<file path="config.mk">
export PLATFORM = sky130hd
export DESIGN_NAME = aeqs_top
export DESIGN_NICKNAME = d
export VERILOG_FILES = /design/src/inc/aeqs_pkg.sv /design/src/inc/aeqs_lane_if.sv /design/src/rtl/aeqs_lane.sv /design/src/rtl/aeqs_top.sv
export SDC_FILE = /design/constraint.sdc
export NUM_CORES = 1
export LEC_CHECK = 0
export BUFFER_PORTS_ARGS = -buffer_cell sky130_fd_sc_hd__buf_2
export CAP_MARGIN = 20
export CORE_ASPECT_RATIO = 1.75
export CORE_MARGIN = 1
export CORE_UTILIZATION = 50
export DETAILED_ROUTE_END_ITERATION = 12
export HOLD_SLACK_MARGIN = 0.03
export PLACE_DENSITY = 0.73
export SKIP_LAST_GASP = 1
export SLEW_MARGIN = 15
export SYNTH_ARGS = -nofsm -noshare
export SYNTH_HDL_FRONTEND = slang
export SYNTH_HIERARCHICAL = 1
export SYNTH_SLANG_ARGS = --single-unit
</file>
<file path="constraint.sdc">
create_clock -name clk_i -period 11 [get_ports clk_i]
set_input_delay 0.55 -clock clk_i [delete_from_list [all_inputs] [get_ports clk_i]]
set_output_delay 0.55 -clock clk_i [all_outputs]
set_load 0.05 [all_outputs]
</file>
<file path="src/inc/aeqs_pkg.sv">
package aeqs_pkg;
  localparam int unsigned NUM_PORTS = 2;
  localparam int unsigned GAIN_W = 4;
  localparam logic [GAIN_W-1:0] GAIN_MAX = 4'hf;
  localparam int unsigned CNT_W = 20;
  localparam int unsigned ADDR_W = 12;
  localparam logic [7:0] CTL1_IDX = 8'h35;
  localparam logic [7:0] STATUS_IDX = 8'h3b;
  localparam logic [7:0] CTL2_IDX = 8'h45;
  localparam logic [ADDR_W-1:0] CTL1_ADDR = {4'h0, CTL1_IDX} << 2;
  localparam logic [ADDR_W-1:0] STATUS_ADDR = {4'h0, STATUS_IDX} << 2;
  localparam logic [ADDR_W-1:0] CTL2_ADDR = {4'h0, CTL2_IDX} << 2;
  localparam int unsigned CTL1_RESTART_BIT = 0;
  localparam int unsigned CTL1_OVERRIDE_BIT = 1;
  localparam int unsigned CTL1_APPLY_BIT = 2;
  localparam logic [7:0] CTL1_MASK = 8'h06;
  localparam logic [7:0] CTL1_RESET = 8'h00;
  localparam int unsigned CTL2_FLOOR_LSB = 4;
  localparam int unsigned CTL2_DWELL_LSB = 0;
  localparam logic [7:0] CTL2_MASK = 8'hf3;
  localparam logic [1:0] DWELL_SEL_DEFAULT = 2'h2;
  localparam logic [7:0] CTL2_RESET = 8'h02;
  localparam int unsigned CLK_PERIOD_NS = 20;
  localparam int unsigned DWELL_DEFAULT_NS = 2620000;
  localparam int unsigned DWELL_DEFAULT_CYC = DWELL_DEFAULT_NS / CLK_PERIOD_NS;
  localparam logic [1:0] RESP_OKAY = 2'h0;
  localparam logic [1:0] RESP_SLVERR = 2'h2;
  typedef enum logic {AEQS_SEARCH, AEQS_HOLD} aeqs_state_e;
endpackage

</file>
<file path="src/inc/aeqs_lane_if.sv">
`timescale 1ns/1ps
`default_nettype none
interface aeqs_lane_if;
  logic restart;
  logic floor_en;
  logic [aeqs_pkg::GAIN_W-1:0] floor_val;
  logic [aeqs_pkg::CNT_W-1:0] dwell_cyc;
  logic lock;
  logic [aeqs_pkg::GAIN_W-1:0] gain;
  logic holding;
  modport ctrl (
    output restart, floor_en, floor_val, dwell_cyc, lock,
    input gain, holding
  );
  modport lane (
    input restart, floor_en, floor_val, dwell_cyc, lock,
    output gain, holding
  );
endinterface
`default_nettype wire

</file>
<file path="src/rtl/aeqs_lane.sv">
`timescale 1ns/1ps
`default_nettype none
module aeqs_lane (
  // Clock and reset
  input wire logic clk_i,
  input wire logic resetn_i,
  // Control and status
  aeqs_lane_if.lane lif
);
  typedef struct packed {
    aeqs_pkg::aeqs_state_e state;
    logic [aeqs_pkg::GAIN_W-1:0] gain;
    logic [aeqs_pkg::CNT_W-1:0] cnt;
  } aeqs_lane_s;

  aeqs_lane_s s_reg;
  aeqs_lane_s s_next;
  logic [aeqs_pkg::GAIN_W-1:0] start_gain;
  logic [aeqs_pkg::GAIN_W-1:0] adv_gain;
  logic dwell_end;

  assign start_gain = lif.floor_en ? lif.floor_val : '0;
  // Past the top the search wraps instead of climbing further.
  assign adv_gain = (s_reg.gain == aeqs_pkg::GAIN_MAX) ? start_gain
    : s_reg.gain + 4'h1;
  // A compare, not an equality, so that shortening the dwell mid-count
  // cannot strand the counter above its new end.
  assign dwell_end = s_reg.cnt >= lif.dwell_cyc - 20'h1;

  always_comb
  begin
    s_next = s_reg;
    if (lif.restart)
    begin
      s_next.state = aeqs_pkg::AEQS_SEARCH;
      s_next.gain = start_gain;
      s_next.cnt = '0;
    end
    else
    begin
      case (s_reg.state)
        aeqs_pkg::AEQS_SEARCH:
        begin
          s_next.cnt = s_reg.cnt + 20'h1;
          if (dwell_end)
          begin
            s_next.cnt = '0;
            if (lif.lock)
              s_next.state = aeqs_pkg::AEQS_HOLD;
            else
              s_next.gain = adv_gain;
          end
        end
        aeqs_pkg::AEQS_HOLD:
        begin
          if (!lif.lock)
          begin
            s_next.state = aeqs_pkg::AEQS_SEARCH;
            s_next.gain = adv_gain;
          end
        end
        default:
          s_next.state = aeqs_pkg::AEQS_SEARCH;
      endcase
    end
  end

  // Searching starts at reset with no signal present.
  always_ff @(posedge clk_i or negedge resetn_i)
  begin
    if (!resetn_i)
      s_reg <= '{aeqs_pkg::AEQS_SEARCH, '0, '0};
    else
      s_reg <= s_next;
  end

  assign lif.gain = s_reg.gain;
  assign lif.holding = s_reg.state == aeqs_pkg::AEQS_HOLD;
endmodule
`default_nettype wire

</file>
<file path="src/rtl/aeqs_top.sv">
// The implementer's own choice: the AXI4-Lite register port.
`timescale 1ns/1ps
`default_nettype none
module aeqs_top #(
  parameter int unsigned DWELL_CYC = aeqs_pkg::DWELL_DEFAULT_CYC
) (
  // Clock and reset
  input wire logic clk_i,
  input wire logic resetn_i,
  // AXI4-Lite write address
  input wire logic [aeqs_pkg::ADDR_W-1:0] s_axi_awaddr,
  input wire logic [2:0] s_axi_awprot,
  input wire logic s_axi_awvalid,
  output logic s_axi_awready,
  // AXI4-Lite write data
  input wire logic [31:0] s_axi_wdata,
  input wire logic [3:0] s_axi_wstrb,
  input wire logic s_axi_wvalid,
  output logic s_axi_wready,
  // AXI4-Lite write response
  output logic [1:0] s_axi_bresp,
  output logic s_axi_bvalid,
  input wire logic s_axi_bready,
  // AXI4-Lite read address
  input wire logic [aeqs_pkg::ADDR_W-1:0] s_axi_araddr,
  input wire logic [2:0] s_axi_arprot,
  input wire logic s_axi_arvalid,
  output logic s_axi_arready,
  // AXI4-Lite read data
  output logic [31:0] s_axi_rdata,
  output logic [1:0] s_axi_rresp,
  output logic s_axi_rvalid,
  input wire logic s_axi_rready,
  // Receive ports
  input wire logic [aeqs_pkg::NUM_PORTS-1:0] cdr_lock_i,
  output logic [aeqs_pkg::NUM_PORTS*aeqs_pkg::GAIN_W-1:0] eq_gain_o,
  output logic [aeqs_pkg::NUM_PORTS-1:0] eq_holding_o
);

  ////////////////////////////////////////////////////////////////////////////

  typedef struct packed {
    logic aw_got;
    logic [aeqs_pkg::ADDR_W-1:0] aw_addr;
    logic w_got;
    logic [7:0] w_data;
    logic w_strb0;
    logic bvalid;
    logic [1:0] bresp;
    logic rvalid;
    logic [31:0] rdata;
    logic [1:0] rresp;
    logic [7:0] ctl1;
    logic [7:0] ctl2;
    logic restart;
    logic [aeqs_pkg::NUM_PORTS-1:0] lock_meta;
    logic [aeqs_pkg::NUM_PORTS-1:0] lock_sync;
  } aeqs_top_s;

  localparam aeqs_top_s RESET_STATE = '{
    aw_got: 1'b0,
    aw_addr: '0,
    w_got: 1'b0,
    w_data: 8'h00,
    w_strb0: 1'b0,
    bvalid: 1'b0,
    bresp: aeqs_pkg::RESP_OKAY,
    rvalid: 1'b0,
    rdata: 32'h0000_0000,
    rresp: aeqs_pkg::RESP_OKAY,
    ctl1: aeqs_pkg::CTL1_RESET,
    ctl2: aeqs_pkg::CTL2_RESET,
    restart: 1'b0,
    lock_meta: '0,
    lock_sync: '0
  };

  // Only the counter's width is kept, so DWELL_CYC must fit in it.
  localparam logic [aeqs_pkg::CNT_W-1:0] DWELL_BASE =
    DWELL_CYC[aeqs_pkg::CNT_W-1:0];

  aeqs_top_s s_reg;
  aeqs_top_s s_next;

  logic aw_hs;
  logic w_hs;
  logic ar_hs;
  logic wr_fire;
  logic wr_ctl1;
  logic wr_ctl2;
  logic wr_status;
  logic rd_ctl1;
  logic rd_ctl2;
  logic rd_status;
  logic floor_en;
  logic [aeqs_pkg::GAIN_W-1:0] floor_val;
  logic [1:0] dwell_sel;
  logic [aeqs_pkg::CNT_W-1:0] dwell_cyc;
  logic [7:0] status_val;
  logic [aeqs_pkg::GAIN_W-1:0] lane_gain [aeqs_pkg::NUM_PORTS];
  logic [aeqs_pkg::NUM_PORTS-1:0] lane_hold;

  ////////////////////////////////////////////////////////////////////////////

  // One write and one read at most are in flight; address and data
  // are each parked until the other arrives.
  assign s_axi_awready = !s_reg.aw_got && !s_reg.bvalid;
  assign s_axi_wready = !s_reg.w_got && !s_reg.bvalid;
  assign s_axi_arready = !s_reg.rvalid;
  assign aw_hs = s_axi_awvalid && s_axi_awready;
  assign w_hs = s_axi_wvalid && s_axi_wready;
  assign ar_hs = s_axi_arvalid && s_axi_arready;
  assign wr_fire = s_reg.aw_got && s_reg.w_got && !s_reg.bvalid;

  assign wr_ctl1 =
    s_reg.aw_addr[aeqs_pkg::ADDR_W-1:2] == aeqs_pkg::CTL1_ADDR[11:2];
  assign wr_ctl2 =
    s_reg.aw_addr[aeqs_pkg::ADDR_W-1:2] == aeqs_pkg::CTL2_ADDR[11:2];
  assign wr_status =
    s_reg.aw_addr[aeqs_pkg::ADDR_W-1:2] == aeqs_pkg::STATUS_ADDR[11:2];
  assign rd_ctl1 =
    s_axi_araddr[aeqs_pkg::ADDR_W-1:2] == aeqs_pkg::CTL1_ADDR[11:2];
  assign rd_ctl2 =
    s_axi_araddr[aeqs_pkg::ADDR_W-1:2] == aeqs_pkg::CTL2_ADDR[11:2];
  assign rd_status =
    s_axi_araddr[aeqs_pkg::ADDR_W-1:2] == aeqs_pkg::STATUS_ADDR[11:2];

  ////////////////////////////////////////////////////////////////////////////

  // The floor counts only when both enabling bits are set.
  assign floor_en = s_reg.ctl1[aeqs_pkg::CTL1_OVERRIDE_BIT]
    && s_reg.ctl1[aeqs_pkg::CTL1_APPLY_BIT];
  assign floor_val = s_reg.ctl2[aeqs_pkg::CTL2_FLOOR_LSB +:
    aeqs_pkg::GAIN_W];
  assign dwell_sel = s_reg.ctl2[aeqs_pkg::CTL2_DWELL_LSB +: 2];

  // Quarter, half, one and two times the base dwell; the base must be
  // at least four cycles so that the shortest choice is not zero.
  always_comb
  begin
    case (dwell_sel)
      2'h0: dwell_cyc = DWELL_BASE >> 2;
      2'h1: dwell_cyc = DWELL_BASE >> 1;
      2'h2: dwell_cyc = DWELL_BASE;
      2'h3: dwell_cyc = DWELL_BASE << 1;
      default: dwell_cyc = DWELL_BASE;
    endcase
  end

  assign status_val = {lane_gain[1], lane_gain[0]};

  ////////////////////////////////////////////////////////////////////////////

  always_comb
  begin
    s_next = s_reg;
    s_next.lock_meta = cdr_lock_i;
    s_next.lock_sync = s_reg.lock_meta;
    s_next.restart = 1'b0;
    if (aw_hs)
    begin
      s_next.aw_got = 1'b1;
      s_next.aw_addr = s_axi_awaddr;
    end
    if (w_hs)
    begin
      s_next.w_got = 1'b1;
      s_next.w_data = s_axi_wdata[7:0];
      s_next.w_strb0 = s_axi_wstrb[0];
    end
    if (wr_fire)
    begin
      s_next.aw_got = 1'b0;
      s_next.w_got = 1'b0;
      s_next.bvalid = 1'b1;
      s_next.bresp = aeqs_pkg::RESP_OKAY;
      if (wr_ctl1)
      begin
        if (s_reg.w_strb0)
        begin
          s_next.ctl1 = s_reg.w_data & aeqs_pkg::CTL1_MASK;
          // Self-clearing: the restart bit is a one-cycle strobe.
          s_next.restart =
            s_reg.w_data[aeqs_pkg::CTL1_RESTART_BIT];
        end
      end
      else if (wr_ctl2)
      begin
        if (s_reg.w_strb0)
          s_next.ctl2 = s_reg.w_data & aeqs_pkg::CTL2_MASK;
      end
      else if (!wr_status)
        s_next.bresp = aeqs_pkg::RESP_SLVERR;
    end
    if (s_reg.bvalid && s_axi_bready)
      s_next.bvalid = 1'b0;
    if (s_reg.rvalid && s_axi_rready)
      s_next.rvalid = 1'b0;
    if (ar_hs)
    begin
      s_next.rvalid = 1'b1;
      s_next.rresp = aeqs_pkg::RESP_OKAY;
      s_next.rdata = 32'h0000_0000;
      if (rd_ctl1)
        s_next.rdata[7:0] = s_reg.ctl1;
      else if (rd_ctl2)
        s_next.rdata[7:0] = s_reg.ctl2;
      else if (rd_status)
        s_next.rdata[7:0] = status_val;
      else
        s_next.rresp = aeqs_pkg::RESP_SLVERR;
    end
  end

  always_ff @(posedge clk_i or negedge resetn_i)
  begin
    if (!resetn_i)
      s_reg <= RESET_STATE;
    else
      s_reg <= s_next;
  end

  assign s_axi_bvalid = s_reg.bvalid;
  assign s_axi_bresp = s_reg.bresp;
  assign s_axi_rvalid = s_reg.rvalid;
  assign s_axi_rdata = s_reg.rdata;
  assign s_axi_rresp = s_reg.rresp;

  ////////////////////////////////////////////////////////////////////////////

  // Each receive port owns its own search engine.
  for (genvar p = 0; p < aeqs_pkg::NUM_PORTS; p++)
  begin : g_lane
    aeqs_lane_if lif ();
    assign lif.restart = s_reg.restart;
    assign lif.floor_en = floor_en;
    assign lif.floor_val = floor_val;
    assign lif.dwell_cyc = dwell_cyc;
    assign lif.lock = s_reg.lock_sync[p];
    assign lane_gain[p] = lif.gain;
    assign lane_hold[p] = lif.holding;
    assign eq_gain_o[p*aeqs_pkg::GAIN_W +: aeqs_pkg::GAIN_W] = lif.gain;
    aeqs_lane u_lane (
      .clk_i(clk_i),
      .resetn_i(resetn_i),
      .lif(lif)
    );
  end

  assign eq_holding_o = lane_hold;
endmodule
`default_nettype wire

</file>
### Yosys cells after proc, flatten, opt, wreduce, memory -nomap -nowiden

Index checks and enable logic that the tools add are counted.

| word-level totals | value |
|---|---|
| bits in writable memories | 0 |
| bits in read-only memories | 0 |
| bits in registers | 100 |
| memories | 0 |
| word-level logic and storage cells | 111 |
| output and inout port bits | 51 |
| latch bits | 0 |

| operators by class | value |
|---|---|
| multiply operators | 0 |
| equality and inequality tests | 19 |
| reduce and logical (&&, ||, !) cells | 23 |
| add/sub/neg operators | 5 |
| $lt $le $gt $ge | 2 |
| multiplexer cells | 38 |
| div/mod/pow operators | 0 |
| bitwise gates (word level) | 3 |
| shift-type cells | 0 |

Operators with widths:

| kind | count |
|---|---|
| $mux 25 | 4 |
| $pmux 20 s4 | 1 |
| $add 20x1->20 const B | 2 |
| $eq 10x6->1 const B | 4 |
| $ge 20x20->1 | 2 |
| $mux 20 | 2 |
| $mux 35 | 1 |
| $mux 8 | 3 |
| $eq 10x7->1 const B | 2 |
| $mux 4 | 5 |
| $pmux 5 s2 | 2 |
| $sub 20x1->20 const B | 1 |
| $mux 13 | 1 |
| $mux 2 | 6 |
| $ne 3x3->1 const B | 4 |
| $logic_and 1x1->1 | 10 |
| $mux 10 | 1 |
| $mux 5 | 2 |
| $mux 1 | 9 |
| $reduce_and 3->1 | 3 |
| $add 4x1->4 const B | 2 |
| $eq 4x4->1 const B | 2 |
| $reduce_bool 2->1 | 4 |
| $ne 3x2->1 const B | 2 |
| 8 further kinds | 15 |

### Longest topological paths before layout

| logic depth | value |
|---|---|
| depth after elaboration | 7 |
| mapped depth | 18 |
| depth with buffers taken out | 17 |

### By module

The synthesis kept the hierarchy.

Modules (own cells, without submodules):

| module | area each (um^2) | instances | cells an instance |
|---|---|---|---|
| aeqs_lane (g_lane[0].u_lane) | 2280.9 | 1 | 264 |
| aeqs_lane (g_lane[1].u_lane) | 2259.7 | 1 | 262 |
| aeqs_top | 2173.3 | 1 | 185 |

### Least setup slack after synthesis

No wires, ideal clock.

| timing | value |
|---|---|
| path type | register -> register |
| from | register s_reg (netlist bit dwell_sel[1]) |
| to | register g_lane[0].u_lane/s_reg[13] (netlist name) |
| stages on the path, launching flop included | 14 |
| required time | 10.923 ns |
| library setup time | 0.077 ns |
| arrival | 3.526 ns |
| period minus slack after synthesis | 3.603 ns |
| slack | 7.397 ns |
| path through | dfstp_2 -> nand2_1 -> nor4_1 -> nand2_1 -> or3_1 -> xor2_1 -> ha_1 -> nand4_1 -> nor3_1 -> a22o_1 -> a2111o_1 -> buf_6 -> or3_1 -> o21ai_1 |

| on the way | value |
|---|---|
| cells in the longest elaborated chain, start to end | 7 |
| elaborated cells between the ends (all ways) | 10 |
| classes of those cells | add/sub (1); order compare (1); eq/ne (3); mux (4); reduce/logical (1) |

Ends and longest elaborated chain:

| item | RTL line | source |
|---|---|---|
| start, declared | aeqs_top.sv:82 | `aeqs_top_s s_reg;` |
| start signal, assigned | aeqs_top.sv:220 | `s_reg <= s_next;` |
| $eq 2x2->1, or another cell as far along | aeqs_top.sv:141 | `case (dwell_sel)` |
| $pmux 20 s4 * | aeqs_top.sv:141 |  |
| named net dwell_cyc, one bit | aeqs_top.sv:98 | `logic [aeqs_pkg::CNT_W-1:0] dwell_cyc;` |
| $sub 20x1->20 * | aeqs_lane.sv:28 | `assign dwell_end = s_reg.cnt >= lif.dwell_cyc - 20'h1;` |
| $ge 20x20->1 * | aeqs_lane.sv:28 |  |
| $mux 25 * | aeqs_lane.sv:45 | `if (dwell_end)` |
| $mux 20 * | aeqs_lane.sv:41 | `case (s_reg.state)` |
| $mux 25 * | aeqs_lane.sv:33 | `if (lif.restart)` |
| end signal, assigned | aeqs_lane.sv:72 | `s_reg <= '{aeqs_pkg::AEQS_SEARCH, '0, '0};` |
| end signal, assigned | aeqs_lane.sv:74 | `s_reg <= s_next;` |
| end, declared | aeqs_lane.sv:16 | `aeqs_lane_s s_reg;` |

The timed path passes the listed nets; every way through them passes the cells marked *. The select of a mux whose other input is x is not followed.
A chain may end at the register's enable or synchronous reset.

### Worst setup path after layout

| timing | value |
|---|---|
| from | register s_reg (netlist bit dwell_sel[1]) |
| to | register g_lane[1].u_lane/s_reg[13] (netlist name) |

| on the way | value |
|---|---|
| cells in the longest elaborated chain, start to end | 7 |
| elaborated cells between the ends (all ways) | 10 |
| classes of those cells | add/sub (1); order compare (1); eq/ne (3); mux (4); reduce/logical (1) |

Ends and longest elaborated chain:

| item | RTL line |
|---|---|
| $eq 2x2->1, or another cell as far along | aeqs_top.sv:141 |
| $pmux 20 s4 * | aeqs_top.sv:141 |
| named net dwell_cyc, one bit | aeqs_top.sv:98 |
| $sub 20x1->20 * | aeqs_lane.sv:28 |
| $ge 20x20->1 * | aeqs_lane.sv:28 |
| $mux 25 * | aeqs_lane.sv:45 |
| $mux 20 * | aeqs_lane.sv:41 |
| $mux 25 * | aeqs_lane.sv:33 |
| end signal, assigned | aeqs_lane.sv:72 |
| end signal, assigned | aeqs_lane.sv:74 |
| end, declared | aeqs_lane.sv:16 |

Marked as above.

==> impl_metrics.py <==
metrics = {
    "critical_path": {
        "startpoint": "dwell_sel[1]",
        "critPathCaptureType": "register",
        "critPathKind": "reg -> reg",
        "cp_data_required_time_ns": 11.27,
        "rrSetupSlack_ns": 6.36,
        "crit_fanout": 26,
        "rr_endpoint": "g_lane[1].u_lane/s_reg[13]",
        "r2r_start": "dwell_sel[1]",
        "endpoint": "g_lane[1].u_lane/s_reg[13]",
        "cp-start-kind": "register",
        "rr_worst_depth": 13,
        "crit_arrival_ns": 4.91,
    },
    "flow_run": {
        "max-cap-violations": 0,
    },
    "grt": {
        "antenna_found_initial": 0,
        "grt_max_degree": 64,
        "grt_pass1_vias": 5583,
        "grt_first_pass_wirelength_mm": 25.5,
        "grt_usage_pct": 23.3,
        "grt_overflow": 0,
    },
    "power_and_ir_drop": {
        "finalPower_mw": 1.42,
        "peakVddDrop_mv": 0.154,
        "leakage_nw": 3.45,
        "powerDensity_nw_per_um2": 191,
    },
    "timing": {
        "timing.setup.tns_ns": 0,
        "final_max_slew_viol_count": 0,
        "min_period_ns": 4.64,
        "setup_viol": 0,
        "relSlewSlack_pct": 33.9,
        "period_share_pct": 42.1,
        "fmax_mhz": 216,
        "fin_skew_ns": 0.0105,
        "final-hold-violation-count": 0,
        "rsz0062_at_grt": "false",
        "worst_pin_slew_ns": 0.989,
    },
    "floorplan": {
        "num_io_pins": 126,
        "die-width_um": 89.6,
        "rows": 55,
        "die-area_um2": 13900,
        "initial_core_util_pct": 51.6,
        "dieHeight_um": 155,
        "core-area_um2": 13000,
    },
    "routing": {
        "post-route-drc-count": 0,
        "drtIter0Drc": 252,
        "ant_nets": 0,
        "first_pass_iters": 5,
        "via_per_inst": 5.63,
        "via_count": 5514,
        "wirelength_mm": 15.0,
        "wire_per_inst_um": 15.3,
    },
    "placed_design": {
        "placedCellCount": 962,
        "port_buffers": 61,
        "hpwl_mm": 11.2,
        "gp_congestion": 0.875,
        "place_area_um2": 7130,
    },
    "yosys": {
        "synthTopCellsByArea": "dfrtp_1, ha_1, buf_4",
        "ys_ff_latch": 95,
        "syn-instance-count": 711,
        "synth_enable_flop_cells": 0,
        "synthArstFlopShare_pct": 100,
        "synth_most_common_cell": "dfrtp_1",
        "ys_types": 69,
        "yosysSeqAreaShare_pct": 35.4,
        "synthTopCellsByCount": "dfrtp_1, nand2_1, buf_4, ha_1, nand3_1",
        "synth_warnings": 6,
        "ys.flop_type": "dfrtp_1",
        "syn_area_um2": 6710,
        "yosysTopAreaCell": "dfrtp_1",
        "avgSynthCellArea_um2": 9.44,
        "yosys.area.top_type_share_pct": 35.0,
    },
    "layout": {
        "n_antenna_cell": 0,
        "largest_register_ffs": 40,
        "final_nets": 924,
        "syn2layout_area_growth_pct": 10.9,
        "utilization_pct": 57.3,
        "drive_gt1_share_pct": 16.8,
        "layout.cells.non_filler": 979,
        "stdcell_area_um2": 7450,
    },
    "clock_tree": {
        "worstSkewPairLatency_ns": 0.35,
        "cts_resized": 0,
        "post_cts.repair.setup_buffers": 0,
        "cts_tree": "yes",
        "cts_buffer_depth": 2,
        "clkTransAtPathRegs_ns": 0.08,
        "numClockSinks": 95,
        "cts_root_buf": "clkbuf_16",
        "cts_buffers": 9,
        "holdBufCountCts": 0,
        "cts-htree-levels": 3,
    },
    "hold_path": {
        "min_path_type": "in -> async",
    },
    "run_status": {
        "status": "complete, no violations",
    },
}
==> cell families after synthesis <==
kind of cell / count (synthesis) / synth area share [%]
AND/OR/NAND/NOR: 262 / 22.4
AO/OA/AOI/OAI: 154 / 16.2
flip-flops: 95 / 35.4
buffers and inverters: 85 / 7.53
adder cells (fa/ha/maj): 46 / 8.57
XOR/XNOR: 39 / 5.09
multiplexers: 28 / 4.64
other: 2 / 0.112
==> how the worst min path moves through the flow <==
stage / start / to / slack (ns) / cells after the start
floorplan: resetn_i / dwell_sel[0] / 0.25 / 0
global placement: s_next[1] / g_lane[1].lif.lock / 0.34 / 0
detailed placement: s_next[1] / g_lane[1].lif.lock / 0.33 / 0
CTS: resetn_i / s_axi_rdata[7] / 0.15 / 1
global route: resetn_i / s_axi_rdata[7] / 0.17 / 1
finish: resetn_i / s_axi_rdata[7] / 0.14 / 1
==> metal layers <==
layer / up-vias / track usage (%) / routed length, um
li1: 2690 / - / -
met5: - / 0 / 0
met1: 2639 / 25.9 / 5780
met3: 42 / 3.18 / 449
met4: 0 / 12.9 / 561
met2: 143 / 41.5 / 8170
==> cell usage in the layout (no fill, tap or decap), types with 7 or more instances in the layout <==
| cell | instances |
|---|---|
| a21o_1 | 20 |
| a21oi_1 | 30 |
| a22o_1 | 16 |
| buf_2 | 60 |
| clkbuf_16 | 9 |
| conb_1 | 80 |
| dfrtp_1 | 94 |
| ha_1 | 46 |
| inv_1 | 23 |
| mux2_2 | 25 |
| nand2_1 | 61 |
| nand3_1 | 40 |
| nand4_1 | 9 |
| nor2_1 | 31 |
| nor3_1 | 20 |
| nor3b_1 | 17 |
| nor4_1 | 12 |
| o21ai_0 | 33 |
| o311ai_1 | 7 |
| or3_1 | 10 |
| xnor2_1 | 24 |
| xor2_1 | 15 |
==> where the power goes <==
group	switching (mW)	leakage, nW	internal (mW)	total (mW)
sequential	0.120	1.23	0.446	0.566
combinational	0.332	2.07	0.199	0.531
clock	0.159	0.151	0.164	0.323
==> area by class of cell <==
type | instances | area (um2)
sequential | 95 | 2380
clock inverter | 7 | 83.8
clock buffer | 9 | 225
multi-input combinational | 609 | 4120
inverter | 23 | 86.3
fill | 1110 | 5560
tap | 171 | 214
timing repair buffer | 65 | 338
==> per-stage QoR <==
stage          hold WS [ns]  setup WS (ns)
3_5_place_dp          0.335           6.46
3_3_place_gp          0.338           6.58
2_1_floorplan         0.254           7.40
5_1_grt               0.168           6.09
6_report              0.140           6.36
4_1_cts               0.151           6.42
==> worst max-delay path: stages (launching register included) <==
cell and delay (ns):
dfstp_2 0.72, or2_2 0.39, inv_1 0.17, nor3_1 0.36
nand2_1 0.14, nor3_1 0.52, xnor2_1 0.19, ha_1 0.28
a21oi_1 0.15, o21ai_0 0.11, a22o_1 0.30, a2111o_1 0.67
or3_1 0.46, o21ai_1 0.08
Power figures use the tool's default switching activity.
